--- config.mk ---
export PLATFORM = sky130hd
export DESIGN_NAME = lafc_port
export DESIGN_NICKNAME = d
export VERILOG_FILES = /design/src/inc/lafc_pkg.sv /design/src/hw/lafc_ack_timer.sv /design/src/hw/lafc_port.sv
export SDC_FILE = /design/constraint.sdc
export NUM_CORES = 1
export LEC_CHECK = 0
export ABC_CLOCK_PERIOD_IN_PS = 4500
export BUFFER_PORTS_ARGS = -buffer_cell sky130_fd_sc_hd__buf_2
export CELL_PAD_IN_SITES_DETAIL_PLACEMENT = 0
export CELL_PAD_IN_SITES_GLOBAL_PLACEMENT = 2
export CORE_ASPECT_RATIO = 1.25
export CORE_MARGIN = 2
export CORE_UTILIZATION = 35
export CTS_BUF_LIST = sky130_fd_sc_hd__clkbuf_16
export CTS_CLUSTER_SIZE = 12
export DETAILED_ROUTE_END_ITERATION = 12
export PLACE_DENSITY = 0.91
export SYNTH_ARGS = -nofsm -noshare
export SYNTH_HDL_FRONTEND = slang
export SYNTH_SLANG_ARGS = --single-unit
--- constraint.sdc ---
create_clock -name i_core_clk -period 4.5 [get_ports i_core_clk]
set_clock_uncertainty 0.05 [all_clocks]
set_input_delay 0.45 -clock i_core_clk [delete_from_list [all_inputs] [get_ports i_core_clk]]
set_output_delay 0.45 -clock i_core_clk [all_outputs]
set_load 0.01 [all_outputs]
--- src/inc/lafc_pkg.sv ---
// How it works
// - channels 0-127 use one byte, 128-16383 use two bytes
// - first channel byte 80h or bad channel field raises frame reject
// - ack or rr acts only as two back-to-back identical characters
// - flow control per link; ack and rr never forwarded onward
// - due ack or rr pair may interleave inside a frame, with priority
// - ack every good received frame except the three reset/reserved types
// - received ack pair releases the matching transmitted frame
// - long-distance active: recovery resends every unacknowledged frame
// - ack counters single bits, or up to 8 bits when capable
// - entering disabled clears outstanding and owed ack counts
// - count up after closing flag of acked frames, down per ack pair
// - no ack within 25-50 us: set ack status, start recovery
// - capable ports use 100-200 us, restarted per ack pair, from reset
// - reduced-timeout bit shortens capable port timeout to 25-50 us
// - non long-distance with one outstanding withholds closing flag, sends filler
// - timeout while withholding aborts frame, sets status, starts recovery
// - long-distance enabled may close frames with acks outstanding
// - ack pair with none outstanding or lone ack: protocol error, recovery
// - owed count up on good frame: ready acked type incl. link reset, or check link reset
// - send ack pair while owed nonzero, never back to back, then count down
package lafc_pkg;

  localparam int unsigned CLK_MHZ = 40;
  localparam int unsigned ACK_TMO_SHORT_US = 25;
  localparam int unsigned ACK_TMO_LONG_US = 100;
  localparam int unsigned ACK_TMO_SHORT_CYC = ACK_TMO_SHORT_US * CLK_MHZ;
  localparam int unsigned ACK_TMO_LONG_CYC = ACK_TMO_LONG_US * CLK_MHZ;
  localparam int unsigned TMR_W = 13;

  localparam logic [7:0] CHAN_BAD_FIRST = 8'h80;
  localparam int unsigned CHAN_EXT_BIT = 7;
  localparam int unsigned CHAN_LO_W = 7;
  localparam int unsigned CHAN_W = 14;
  localparam int unsigned CNT_W = 8;
  localparam logic [7:0] CNT_RST = 8'h00;

  typedef enum logic [2:0] {
    CH_DATA, CH_FLAG, CH_ACK, CH_RR, CH_FILL, CH_ABORT, CH_OTHER
  } lafc_chr_t;

  typedef enum logic [2:0] {
    FT_NORMAL, FT_LINK_RESET, FT_TOTAL_RESET, FT_RESERVED, FT_ABS_RESET
  } lafc_ftype_t;

  typedef enum logic [1:0] {
    PS_DISABLED, PS_CHECK, PS_READY, PS_ENABLED
  } lafc_pstate_t;

  typedef struct packed {
    logic valid;
    lafc_chr_t kind;
    logic [7:0] data;
    logic chan;
    logic close;
    logic ok;
    lafc_ftype_t ftype;
  } lafc_rx_t;

  typedef struct packed {
    logic valid;
    lafc_chr_t kind;
    logic [7:0] data;
    logic close;
    lafc_ftype_t ftype;
  } lafc_tx_t;

  typedef struct packed {
    lafc_chr_t kind;
    logic [7:0] data;
  } lafc_txo_t;

  typedef struct packed {
    logic frame_reject;
    logic proto_err;
    logic ack_timeout;
    logic abort;
    logic erp_start;
  } lafc_evt_t;

  function automatic logic is_acked(input lafc_ftype_t ft);
    is_acked = !(ft == FT_TOTAL_RESET || ft == FT_RESERVED ||
                 ft == FT_ABS_RESET);
  endfunction

endpackage

--- src/hw/lafc_ack_timer.sv ---
module lafc_ack_timer (
  // clock and reset
  input wire logic i_core_clk,
  input wire logic i_rst,
  // control
  input wire logic i_restart,
  input wire logic i_run,
  input wire logic i_long,
  // expiry
  output logic o_expire
);
  import lafc_pkg::*;

  localparam logic [TMR_W-1:0] LIM_SHORT = TMR_W'(ACK_TMO_SHORT_CYC - 1);
  localparam logic [TMR_W-1:0] LIM_LONG = TMR_W'(ACK_TMO_LONG_CYC - 1);

  logic [TMR_W-1:0] cnt_r;
  logic armed_r;
  logic [TMR_W-1:0] lim;

  // minimum count guarantees the low bound, well short of the high one
  assign lim = i_long ? LIM_LONG : LIM_SHORT;

  always_ff @(posedge i_core_clk or posedge i_rst) begin
    if (i_rst) begin
      cnt_r <= '0;
      armed_r <= 1'b0;
      o_expire <= 1'b0;
    end else begin
      o_expire <= 1'b0;
      if (i_restart) begin
        cnt_r <= '0;
        armed_r <= 1'b1;
      end else if (!i_run) begin
        armed_r <= 1'b0;
      end else if (armed_r) begin
        if (cnt_r >= lim) begin
          o_expire <= 1'b1;
          armed_r <= 1'b0;
        end else begin
          cnt_r <= cnt_r + 1'b1;
        end
      end
    end
  end

endmodule

--- src/hw/lafc_port.sv ---
module lafc_port #(
  parameter bit CAPABLE = 1'b1,
  parameter int unsigned W_OUT = 8,
  parameter int unsigned W_OWE = 8
) (
  // clock and reset
  input wire logic i_core_clk,
  input wire logic i_rst,
  // port control
  input lafc_pkg::lafc_pstate_t i_port_state,
  input wire logic i_ld_enable,
  input wire logic i_reduced_ack_timeout_bit_set,
  // receive characters
  input lafc_pkg::lafc_rx_t i_rx,
  output lafc_pkg::lafc_rx_t o_fwd,
  output logic [lafc_pkg::CHAN_W-1:0] o_chan,
  output logic o_chan_valid,
  output logic o_rr_pair,
  output logic o_release,
  // transmit characters
  input lafc_pkg::lafc_tx_t i_tx,
  output logic o_tx_ready,
  input wire logic i_rr_req,
  output logic o_rr_sent,
  output lafc_pkg::lafc_txo_t o_tx,
  // status
  output lafc_pkg::lafc_evt_t o_evt,
  output logic o_resend_all,
  output logic o_long_tmo,
  output logic [lafc_pkg::CNT_W-1:0] o_outstanding,
  output logic [lafc_pkg::CNT_W-1:0] o_owed
);
  import lafc_pkg::*;

  // elaboration checks
  if (W_OUT < 1 || W_OUT > CNT_W || W_OWE < 1 || W_OWE > CNT_W) begin : g_bad_w
    $error("lafc_port: counter widths must be 1 to 8");
  end
  if (!CAPABLE && (W_OUT != 1 || W_OWE != 1)) begin : g_bad_cap
    $error("lafc_port: ports without long distance use 1-bit counters");
  end

  localparam logic [CNT_W-1:0] OUT_MAX = CNT_W'((1 << W_OUT) - 1);
  localparam logic [CNT_W-1:0] OWE_MAX = CNT_W'((1 << W_OWE) - 1);

  typedef enum logic [1:0] {
    TX_PASS, TX_ACK2, TX_RR2, TX_ABFLAG
  } lafc_txst_t;

  // saturating up/down counter step
  function automatic logic [CNT_W-1:0] cnt_step(
    input logic [CNT_W-1:0] c,
    input logic up,
    input logic dn,
    input logic [CNT_W-1:0] max
  );
    cnt_step = c;
    if (up && !dn && c != max) begin
      cnt_step = c + 1'b1;
    end else if (dn && !up && c != CNT_RST) begin
      cnt_step = c - 1'b1;
    end
  endfunction

  // ---------------- receive side ----------------
  logic rx_v;
  logic rx_ack;
  logic rx_rr;
  logic ack_half_r;
  logic rr_half_r;
  logic ack_pair;
  logic ack_lone;
  logic rr_pair;
  logic rx_close;
  logic owe_inc;

  logic [CNT_W-1:0] out_r;
  logic [CNT_W-1:0] owe_r;
  logic out_inc;
  logic out_dec;
  logic owe_dec;
  logic proto_err;

  assign rx_v = i_rx.valid;
  assign rx_ack = rx_v && i_rx.kind == CH_ACK;
  assign rx_rr = rx_v && i_rx.kind == CH_RR;
  assign ack_pair = rx_ack && ack_half_r;
  assign ack_lone = ack_half_r && rx_v && !rx_ack;
  assign rr_pair = rx_rr && rr_half_r;
  assign rx_close = rx_v && i_rx.kind == CH_FLAG && i_rx.close;

  // pair assembly; a third identical character opens a new pair
  always_ff @(posedge i_core_clk or posedge i_rst) begin
    if (i_rst) begin
      ack_half_r <= 1'b0;
      rr_half_r <= 1'b0;
    end else if (rx_v) begin
      ack_half_r <= rx_ack && !ack_half_r;
      rr_half_r <= rx_rr && !rr_half_r;
    end
  end

  assign out_dec = ack_pair && out_r != CNT_RST;
  assign proto_err = (ack_pair && out_r == CNT_RST) || ack_lone;

  assign owe_inc = rx_close && i_rx.ok &&
                   ((i_port_state == PS_READY && is_acked(i_rx.ftype)) ||
                    (i_port_state == PS_CHECK &&
                     i_rx.ftype == FT_LINK_RESET));

  // forward path never carries ack or rr characters
  always_ff @(posedge i_core_clk or posedge i_rst) begin
    if (i_rst) begin
      o_fwd <= '0;
    end else begin
      o_fwd <= i_rx;
      o_fwd.valid <= rx_v && !rx_ack && !rx_rr;
    end
  end

  // channel component parse
  logic chan_half_r;
  logic [CHAN_LO_W-1:0] chan_hi_r;
  logic chan_rej;

  always_ff @(posedge i_core_clk or posedge i_rst) begin
    if (i_rst) begin
      chan_half_r <= 1'b0;
      chan_hi_r <= '0;
      o_chan <= '0;
      o_chan_valid <= 1'b0;
      chan_rej <= 1'b0;
    end else begin
      o_chan_valid <= 1'b0;
      chan_rej <= 1'b0;
      if (rx_v && i_rx.kind == CH_DATA && i_rx.chan) begin
        if (!chan_half_r) begin
          if (i_rx.data == CHAN_BAD_FIRST) begin
            chan_rej <= 1'b1;
          end else if (i_rx.data[CHAN_EXT_BIT]) begin
            chan_half_r <= 1'b1;
            chan_hi_r <= i_rx.data[CHAN_LO_W-1:0];
          end else begin
            o_chan <= CHAN_W'(i_rx.data[CHAN_LO_W-1:0]);
            o_chan_valid <= 1'b1;
          end
        end else begin
          chan_half_r <= 1'b0;
          if (i_rx.data[CHAN_EXT_BIT]) begin
            chan_rej <= 1'b1;
          end else begin
            o_chan <= {chan_hi_r, i_rx.data[CHAN_LO_W-1:0]};
            o_chan_valid <= 1'b1;
          end
        end
      end else if (rx_v && i_rx.kind == CH_FLAG && chan_half_r) begin
        chan_half_r <= 1'b0;
        chan_rej <= 1'b1;
      end
    end
  end

  // ---------------- mode and timer ----------------
  logic reduced_ack_timeout_bit_r;
  logic ld_active;
  logic long_sel;
  logic tmo_expire;
  logic tmr_restart;

  always_ff @(posedge i_core_clk or posedge i_rst) begin
    if (i_rst) begin
      reduced_ack_timeout_bit_r <= 1'b0;
    end else if (i_reduced_ack_timeout_bit_set) begin
      reduced_ack_timeout_bit_r <= 1'b1;
    end
  end

  assign ld_active = CAPABLE && i_ld_enable;
  assign long_sel = CAPABLE && !reduced_ack_timeout_bit_r;
  assign tmr_restart = out_inc || (CAPABLE && out_dec);

  lafc_ack_timer u_timer (
    .i_core_clk(i_core_clk),
    .i_rst(i_rst),
    .i_restart(tmr_restart),
    .i_run(out_r != CNT_RST && i_port_state != PS_DISABLED),
    .i_long(long_sel),
    .o_expire(tmo_expire)
  );

  // ---------------- transmit side ----------------
  lafc_txst_t st_r;
  lafc_txst_t st_nxt;
  lafc_txo_t tx_nxt;
  logic rr_pend_r;
  logic gap_ack_r;
  logic gap_rr_r;
  logic abort_pend_r;
  logic closing;
  logic hold;
  logic consume;
  logic ack2_sent;
  logic rr2_sent;
  logic abort_now;

  assign closing = i_tx.valid && i_tx.kind == CH_FLAG && i_tx.close;
  assign hold = !ld_active && out_r != CNT_RST;

  always_comb begin
    st_nxt = st_r;
    tx_nxt.kind = CH_FILL;
    tx_nxt.data = 8'h00;
    consume = 1'b0;
    out_inc = 1'b0;
    ack2_sent = 1'b0;
    rr2_sent = 1'b0;
    abort_now = 1'b0;
    case (st_r)
      TX_PASS: begin
        if (closing && hold && (tmo_expire || abort_pend_r)) begin
          tx_nxt.kind = CH_ABORT;
          abort_now = 1'b1;
          st_nxt = TX_ABFLAG;
        end else if (owe_r != CNT_RST && !gap_ack_r) begin
          tx_nxt.kind = CH_ACK;
          st_nxt = TX_ACK2;
        end else if (rr_pend_r && !gap_rr_r) begin
          tx_nxt.kind = CH_RR;
          st_nxt = TX_RR2;
        end else if (closing && hold) begin
          tx_nxt.kind = CH_FILL;
        end else if (i_tx.valid) begin
          tx_nxt.kind = i_tx.kind;
          tx_nxt.data = i_tx.data;
          consume = 1'b1;
          out_inc = closing && is_acked(i_tx.ftype);
        end
      end
      TX_ACK2: begin
        tx_nxt.kind = CH_ACK;
        ack2_sent = 1'b1;
        st_nxt = TX_PASS;
      end
      TX_RR2: begin
        tx_nxt.kind = CH_RR;
        rr2_sent = 1'b1;
        st_nxt = TX_PASS;
      end
      TX_ABFLAG: begin
        tx_nxt.kind = CH_FLAG;
        consume = 1'b1;
        st_nxt = TX_PASS;
      end
      default: begin
        st_nxt = TX_PASS;
      end
    endcase
  end

  assign o_tx_ready = consume;
  assign owe_dec = ack2_sent;

  always_ff @(posedge i_core_clk or posedge i_rst) begin
    if (i_rst) begin
      st_r <= TX_PASS;
      o_tx <= '{kind: CH_FILL, data: 8'h00};
      gap_ack_r <= 1'b0;
      gap_rr_r <= 1'b0;
    end else begin
      st_r <= st_nxt;
      o_tx <= tx_nxt;
      gap_ack_r <= ack2_sent;
      gap_rr_r <= rr2_sent;
    end
  end

  // rr request held until its pair goes out; new request wins
  always_ff @(posedge i_core_clk or posedge i_rst) begin
    if (i_rst) begin
      rr_pend_r <= 1'b0;
    end else if (i_rr_req) begin
      rr_pend_r <= 1'b1;
    end else if (rr2_sent) begin
      rr_pend_r <= 1'b0;
    end
  end

  // timeout seen while a frame is not yet closing still aborts it
  always_ff @(posedge i_core_clk or posedge i_rst) begin
    if (i_rst) begin
      abort_pend_r <= 1'b0;
    end else if (tmo_expire && hold && !abort_now) begin
      abort_pend_r <= 1'b1;
    end else if (abort_now || !hold ||
                 i_port_state == PS_DISABLED) begin
      abort_pend_r <= 1'b0;
    end
  end

  // ---------------- ack counters ----------------
  always_ff @(posedge i_core_clk or posedge i_rst) begin
    if (i_rst) begin
      out_r <= CNT_RST;
    end else if (i_port_state == PS_DISABLED) begin
      out_r <= CNT_RST;
    end else begin
      out_r <= cnt_step(out_r, out_inc, out_dec, OUT_MAX);
    end
  end

  always_ff @(posedge i_core_clk or posedge i_rst) begin
    if (i_rst) begin
      owe_r <= CNT_RST;
    end else if (i_port_state == PS_DISABLED) begin
      owe_r <= CNT_RST;
    end else begin
      owe_r <= cnt_step(owe_r, owe_inc, owe_dec, OWE_MAX);
    end
  end

  // ---------------- events and status ----------------
  always_ff @(posedge i_core_clk or posedge i_rst) begin
    if (i_rst) begin
      o_evt <= '0;
      o_release <= 1'b0;
      o_rr_pair <= 1'b0;
      o_rr_sent <= 1'b0;
      o_resend_all <= 1'b0;
      o_long_tmo <= 1'b0;
    end else begin
      o_evt.frame_reject <= chan_rej;
      o_evt.proto_err <= proto_err;
      o_evt.ack_timeout <= tmo_expire;
      o_evt.abort <= abort_now;
      o_evt.erp_start <= chan_rej || proto_err || tmo_expire;
      o_release <= out_dec;
      o_rr_pair <= rr_pair;
      o_rr_sent <= rr2_sent;
      o_resend_all <= ld_active && out_r != CNT_RST;
      o_long_tmo <= long_sel;
    end
  end

  assign o_outstanding = out_r;
  assign o_owed = owe_r;

endmodule

==> results_dict.tcl, run 1 <==
set metrics [dict create \
    status "finished clean" \
    power.share.clock 0.312 \
    ys.flop_type "dfrtp_1" \
    synthSimpleGateAreaFrac 0.192 \
    die_h_um 135 \
    worst_pin_slew_ps 1140 \
    ys_ff_latch 102 \
    crit_type "flip-flop to flip-flop" \
    end_kind "flip-flop" \
    wirelength_um 11000 \
    hold_violations 0 \
    muxShareOfSynthArea 0.0623 \
    report.final.slew_viol_count 0 \
    io_buffers 111 \
    switching_share 0.317 \
    synth_area_leaders "dfrtp_1 (52%), ha_1 (5.9%), nor2_1 (3.8%)" \
    cts_resized 0 \
    hp-class "primary input to asynchronous set/reset pin" \
    syn_inst 438 \
    synth-edff-count 0 \
    cts_tree "built" \
    vdd_drop_max_mv 0.209 \
    rows 48 \
    rr_startpoint "st_r[1]" \
    max_freq_ghz 0.292 \
    dp_hpwl_um 8280 \
    fillers 1310 \
    slew_headroom 0.236 \
    yosys.area.top_type "dfrtp_1" \
    htree_levels 3 \
    post-route-period-util 0.762 \
    syn_area_per_cell_um2 11.0 \
    hold_buffers 0 \
    seqPwrFrac 0.426 \
    ys_top_cells_by_count "dfrtp_1 (101), nor2_1 (49), nand2_1 (32), ha_1 (23), inv_1 (23)" \
    synth_cell_types 63 \
    num_vias 3635 \
    intPower_mw 1.78 \
    finalInstanceArea_mm2 0.00590 \
    tns_ps 0 \
    place_area_mm2 0.00559 \
    max_stage_delay_ps 440 \
    nets 619 \
    post_cts.repair.setup_buffers 0 \
    firstDrtPassIters 4 \
    path_buf_inv 2 \
    timing.critical_path.cells "inv_1 > ha_1 > o21bai_1 > nor4_2 > inv_1 > ha_1 > a21oi_1 > o211ai_1 > o41ai_1 > mux2i_1 > xor2_1 > nor2_1" \
    p_comb_frac 0.261 \
    drtAntennaViolNets 0 \
    p_sw_mw 0.823 \
    synth_fa_ha_area_frac 0.0678 \
    synth.most_common_cell "dfrtp_1" \
    gp_congestion 0.813 \
    required_ps 4640 \
    drt_iter0_drc 135 \
    worstSetupStartpointType "flip-flop" \
    min_period_ps 3430 \
    routed_via_density 4.96 \
    antenna_found_initial 1 \
    drc 0 \
    crit_family "compound AO/OA/AOI/OAI gates" \
    die_w_um 109 \
    clock_latency_ps 340 \
    area_delta_synth_final_pct 22.0 \
    clk_pin_slew_ps 70 \
    setup_viol 0 \
    die_area_mm2 0.0148 \
    synth-xor-area-share 0.0398 \
    r2r_end "o_owed[7]" \
    yosys_warnings 0 \
    async_reset_ff_frac 1.00 \
    rsz0062_at_grt "false" \
    wl_per_cell_um 14.9 \
    synth_nets 504 \
    synth-compound-area-share 0.0853 \
    numCtsBuffers 9 \
    drv_cap 0 \
    pin_count 112 \
    clk_root_buffer_cell "clkbuf_16" \
    track_usage 0.156 \
    path_max_fanout 6 \
    grt_pass1_vias 3622 \
    cp.arrival_ps 3570 \
    coreArea_mm2 0.0136 \
    grt_pass1_wl_um 18000 \
    reg2reg_depth 12 \
    start_util 0.355 \
    diodes 0 \
    synth_top_area_share 0.522 \
    grt_max_degree 61 \
    cts_num_sinks 102 \
    overflow 0 \
    r2r_slack_ps 1070 \
    syn_area_mm2 0.00484 \
    final_layout_size_suffix_gt1_frac 0.289 \
    synth_top_family_by_area "simple AND/OR/NAND/NOR gates" \
    clock_path_buffers 2 \
    crit_slowest_cell "nor4_2" \
    powerDensity_mw_per_mm2 440 \
    leakagePower_nw 2.97 \
    seq_area_frac_synth 0.528 \
]
-- power by group through the flow --
stage	Combinational, mW	Sequential [mW]	Clock [mW]
finish	0.679	1.11	0.812
global route	0.765	1.12	0.878
CTS	0.687	1.11	0.841
detailed placement	0.682	1.12	0
global placement	0.668	1.12	0
floorplan	0.455	1.14	0
-- cell usage in the layout, fill, tap and decap left out, types with 11 or more instances in the layout --
cell | Yosys | final
a21oi_1 | 16 | 16
and2_1 | 11 | 11
buf_2 | 1 | 111
dfrtp_1 | 101 | 101
ha_1 | 23 | 23
inv_1 | 23 | 22
mux2_2 | 14 | 14
mux2i_1 | 13 | 13
nand2_1 | 32 | 32
nor2_1 | 49 | 49
nor3_1 | 13 | 13
o21ai_0 | 13 | 13
xnor2_1 | 17 | 17
-- how the worst max path moves through the flow --
stage / start / end / cells past startpoint / slack [ps]
after floorplan: i_rst / abort_pend_r / 1 / 1330
after global placement: i_rx[15] / o_owed[7] / 12 / 1030
after detailed placement: i_rx[15] / o_owed[7] / 12 / 810
after CTS: st_r[1] / o_owed[7] / 12 / 1070
after global routing: st_r[1] / o_owed[7] / 12 / 850
final: st_r[1] / o_owed[7] / 12 / 1070
-- final cells by class --
type | instances | area (um2) | share of cell area
clock buffer | 9 | 225 | 0.0382
clock inverter | 7 | 87.6 | 0.0148
inverter | 23 | 88.8 | 0.0151
multi-input combinational | 305 | 2160 | 0.367
sequential | 102 | 2550 | 0.433
tap | 175 | 219 | 0.0371
timing repair buffer | 112 | 563 | 0.0954
-- worst register-to-register path, stage by stage (launching register included) --
cell,delay [ps]
dfrtp_1,390
inv_1,90
ha_1,230
o21bai_1,180
nor4_2,440
inv_1,270
ha_1,330
a21oi_1,180
o211ai_1,150
o41ai_1,430
mux2i_1,280
xor2_1,200
nor2_1,60
-- kinds of logic (layout without fill, tap and decap cells) --
logic type	count (synthesis)	after routing
buffers and inverters	31	151
and+or+nand+nor	168	168
AOI/OAI and AO/OA	62	62
muxes	28	28
adders and majority gates	25	25
DFF	102	102
xor gates and xnor gates	22	22
-- per-stage QoR --
stage | hold slack (ps) | utilization | power (mW) | instances | setup slack (ps)
2_1_floorplan | 298 | - | 1.60 | 438 | 1330
3_3_place_gp | 303 | 0.410 | 1.79 | 717 | 1030
3_5_place_dp | 309 | 0.410 | 1.81 | 717 | 809
4_1_cts | 165 | 0.433 | 2.64 | 733 | 1070
5_1_grt | 167 | 0.433 | 2.77 | 733 | 846
6_report | 172 | 0.433 | 2.60 | 733 | 1070
-- state kept, by name, summed over array words and instances, names as in the netlist, 2 cells and up --
name           flops
chan_hi_r          7
u_timer.cnt_r     13
o_outstanding      8
o_tx              11
st_r               2
o_owed             8
o_evt              5
o_fwd             18
o_chan            14
-- routing by layer --
layer  vias to the layer above  GRT usage  share of wire
li1                       1764          -              -
met1                      1750      0.208           0.44
met2                       108      0.249           0.49
met3                        11     0.0356          0.057
met4                         2     0.0513          0.014
met5                         -          0        0.00064
Note: power is estimated with default switching activity, not from simulation.
==> run 2: changes to the inputs <==
- ABC_CLOCK_PERIOD_IN_PS: 4500 -> 3500
- CORE_UTILIZATION: 35 -> 34
- PLACE_DENSITY: 0.91 -> 0.89
- clock period: 4.5 -> 3.5 ns (I/O delays scaled with it)
==> run 2 against run 1 <==
Compared with the run above: flip-flop and latch count did not move; final cell count is 0.68% higher; fmax rose by 7.7%; sequential share of layout area is 0.39 points lower; global-route usage fell by 0.41 points; setup slack worse by 760 ps; highest routed layer is now met4; clock-buffer cell count unchanged; total power is 30% higher; design area grew 0.91%.
==> results_dict.tcl, run 2 (synthesized netlist as in run 1, its figures left out) <==
set metrics [dict create \
    status "finished clean" \
    grt_max_degree 53 \
    worst-path-stages 11 \
    path_max_fanout 7 \
    vdd_drop_max_mv 0.255 \
    hold_buffers 0 \
    final_layout_size_suffix_gt1_frac 0.294 \
    crit_slowest_cell "nor4b_4" \
    clk_root_buffer_cell "clkbuf_16" \
    drv_cap 0 \
    num_vias 3668 \
    gp_congestion 0.792 \
    finalInstanceArea_mm2 0.00595 \
    largest-register "o_fwd" \
    final_cell_mix "buf_2 (111), dfrtp_1 (101), nor2_1 (49)" \
    powerDensity_mw_per_mm2 567 \
    timing.critical_path.cells "nor4_4 > a21oi_2 > nor4b_4 > nand2_1 > ha_1 > a21oi_1 > nand4b_1 > nand3_1 > a211oi_1 > o21ai_0 > nor3b_1" \
    grt_pass1_wl_um 18500 \
    clk_pin_slew_ps 80 \
    coreArea_mm2 0.0139 \
    cts_num_sinks 102 \
    rsz0062_at_grt "false" \
    overflow 0 \
    reg_top3 "o_fwd: 18 flops, o_chan: 14 flops, u_timer.cnt_r: 13 flops" \
    firstDrtPassIters 4 \
    path_buf_inv 0 \
    pin_count 112 \
    fillers 1325 \
    routed_via_density 4.97 \
    end_kind "flip-flop" \
    wirelength_um 11300 \
    track_usage 0.152 \
    die_h_um 137 \
    rows 48 \
    clock_path_buffers 2 \
    setup_viol 0 \
    crit_type "flip-flop to flip-flop" \
    drtAntennaViolNets 0 \
    drt_iter0_drc 100 \
    max_freq_ghz 0.314 \
    start_util 0.349 \
    largest_reg_flops 18 \
    wl_per_cell_um 15.4 \
    die_w_um 111 \
    post-route-period-util 0.910 \
    slew_headroom 0.418 \
    place_area_mm2 0.00562 \
    rr_startpoint "o_owed[0]" \
    hp-class "primary input to asynchronous set/reset pin" \
    cts_tree "built" \
    worst_pin_slew_ps 873 \
    io_buffers 111 \
    leakagePower_nw 2.99 \
    max_stage_delay_ps 480 \
    clock_latency_ps 350 \
    min_period_ps 3180 \
    grt_pass1_vias 3707 \
    cts_resized 0 \
    nets 622 \
    critPathLaunch "o_owed[0]" \
    htree_levels 3 \
    crit_family "simple AND/OR/NAND/NOR gates" \
    final_common_cell "buf_2" \
    reg2reg_depth 11 \
    required_ps 3680 \
    post_cts.repair.setup_buffers 0 \
    cp.arrival_ps 3370 \
    numCtsBuffers 9 \
    worstSetupStartpointType "flip-flop" \
    antenna_found_initial 2 \
    die_area_mm2 0.0152 \
    dp_hpwl_um 8430 \
    hold_violations 0 \
    report.final.slew_viol_count 0 \
    area_delta_synth_final_pct 23.1 \
    drc 0 \
    tns_ps 0 \
]
## run 2: changes by cell type in the layout (fill, tap and decap cells not counted), sizes merged
| cell | before | now |
|---|---|---|
| inv | 27 | 26 |
| diode | 0 | 2 |
| clkinvlp | 0 | 1 |
| buf | 112 | 115 |
## run 2: through the flow
step           setup WS [ps]  std cells  total power, mW  utilization  hold slack [ps]
6_report                 315        738             3.37        0.429             41.9
5_1_grt                 54.7        736             3.58        0.429             62.5
4_1_cts                  267        736             3.42        0.429             56.0
3_5_place_dp            54.0        720             2.32        0.405              310
3_3_place_gp             175        720             2.30        0.405              309
2_1_floorplan            426        438             2.05            -              298
## run 2: cell type report
cell class                 instances  area [um2]  area share
antenna                            2        5.00    0.000841
clock buffer                       9         225      0.0378
clock inverter                     7         101      0.0170
inverter                          23        88.8      0.0149
multi-input combinational        305        2160       0.363
sequential                       102        2550       0.429
tap                              175         219      0.0368
timing repair buffer             115         598       0.100
## run 2: report_power, final
group | switching [mW] | total (mW) | internal (mW)
Sequential | 0.111 | 1.42 | 1.31
Clock | 0.503 | 1.08 | 0.580
Combinational | 0.467 | 0.870 | 0.403
Total | 1.08 | 3.37 | 2.29
## run 2: worst paths after layout
path                                    end  slack [ps]
max                        o_outstanding[7]         320
min                               o_fwd[14]          40
max reg2reg                o_outstanding[7]         320
min reg2reg                        o_evt[4]         330
max in group asynchronous          o_fwd[8]        2650
min in group i_core_clk            o_fwd[4]          60
## run 2: routing by layer
metal	part of all wire	global-route usage
met5	0	0
met2	0.49	0.256
met4	0.017	0.0618
met1	0.45	0.193
met3	0.046	0.0299
## run 2: worst reg2reg max path: cells and delay by family (launching register included)
family	cells	cell delay, ps
AND/OR/NAND/NOR	6	1510
AO/OA/AOI/OAI	4	710
flip-flops	1	450
adder cells (fa/ha/maj)	1	340
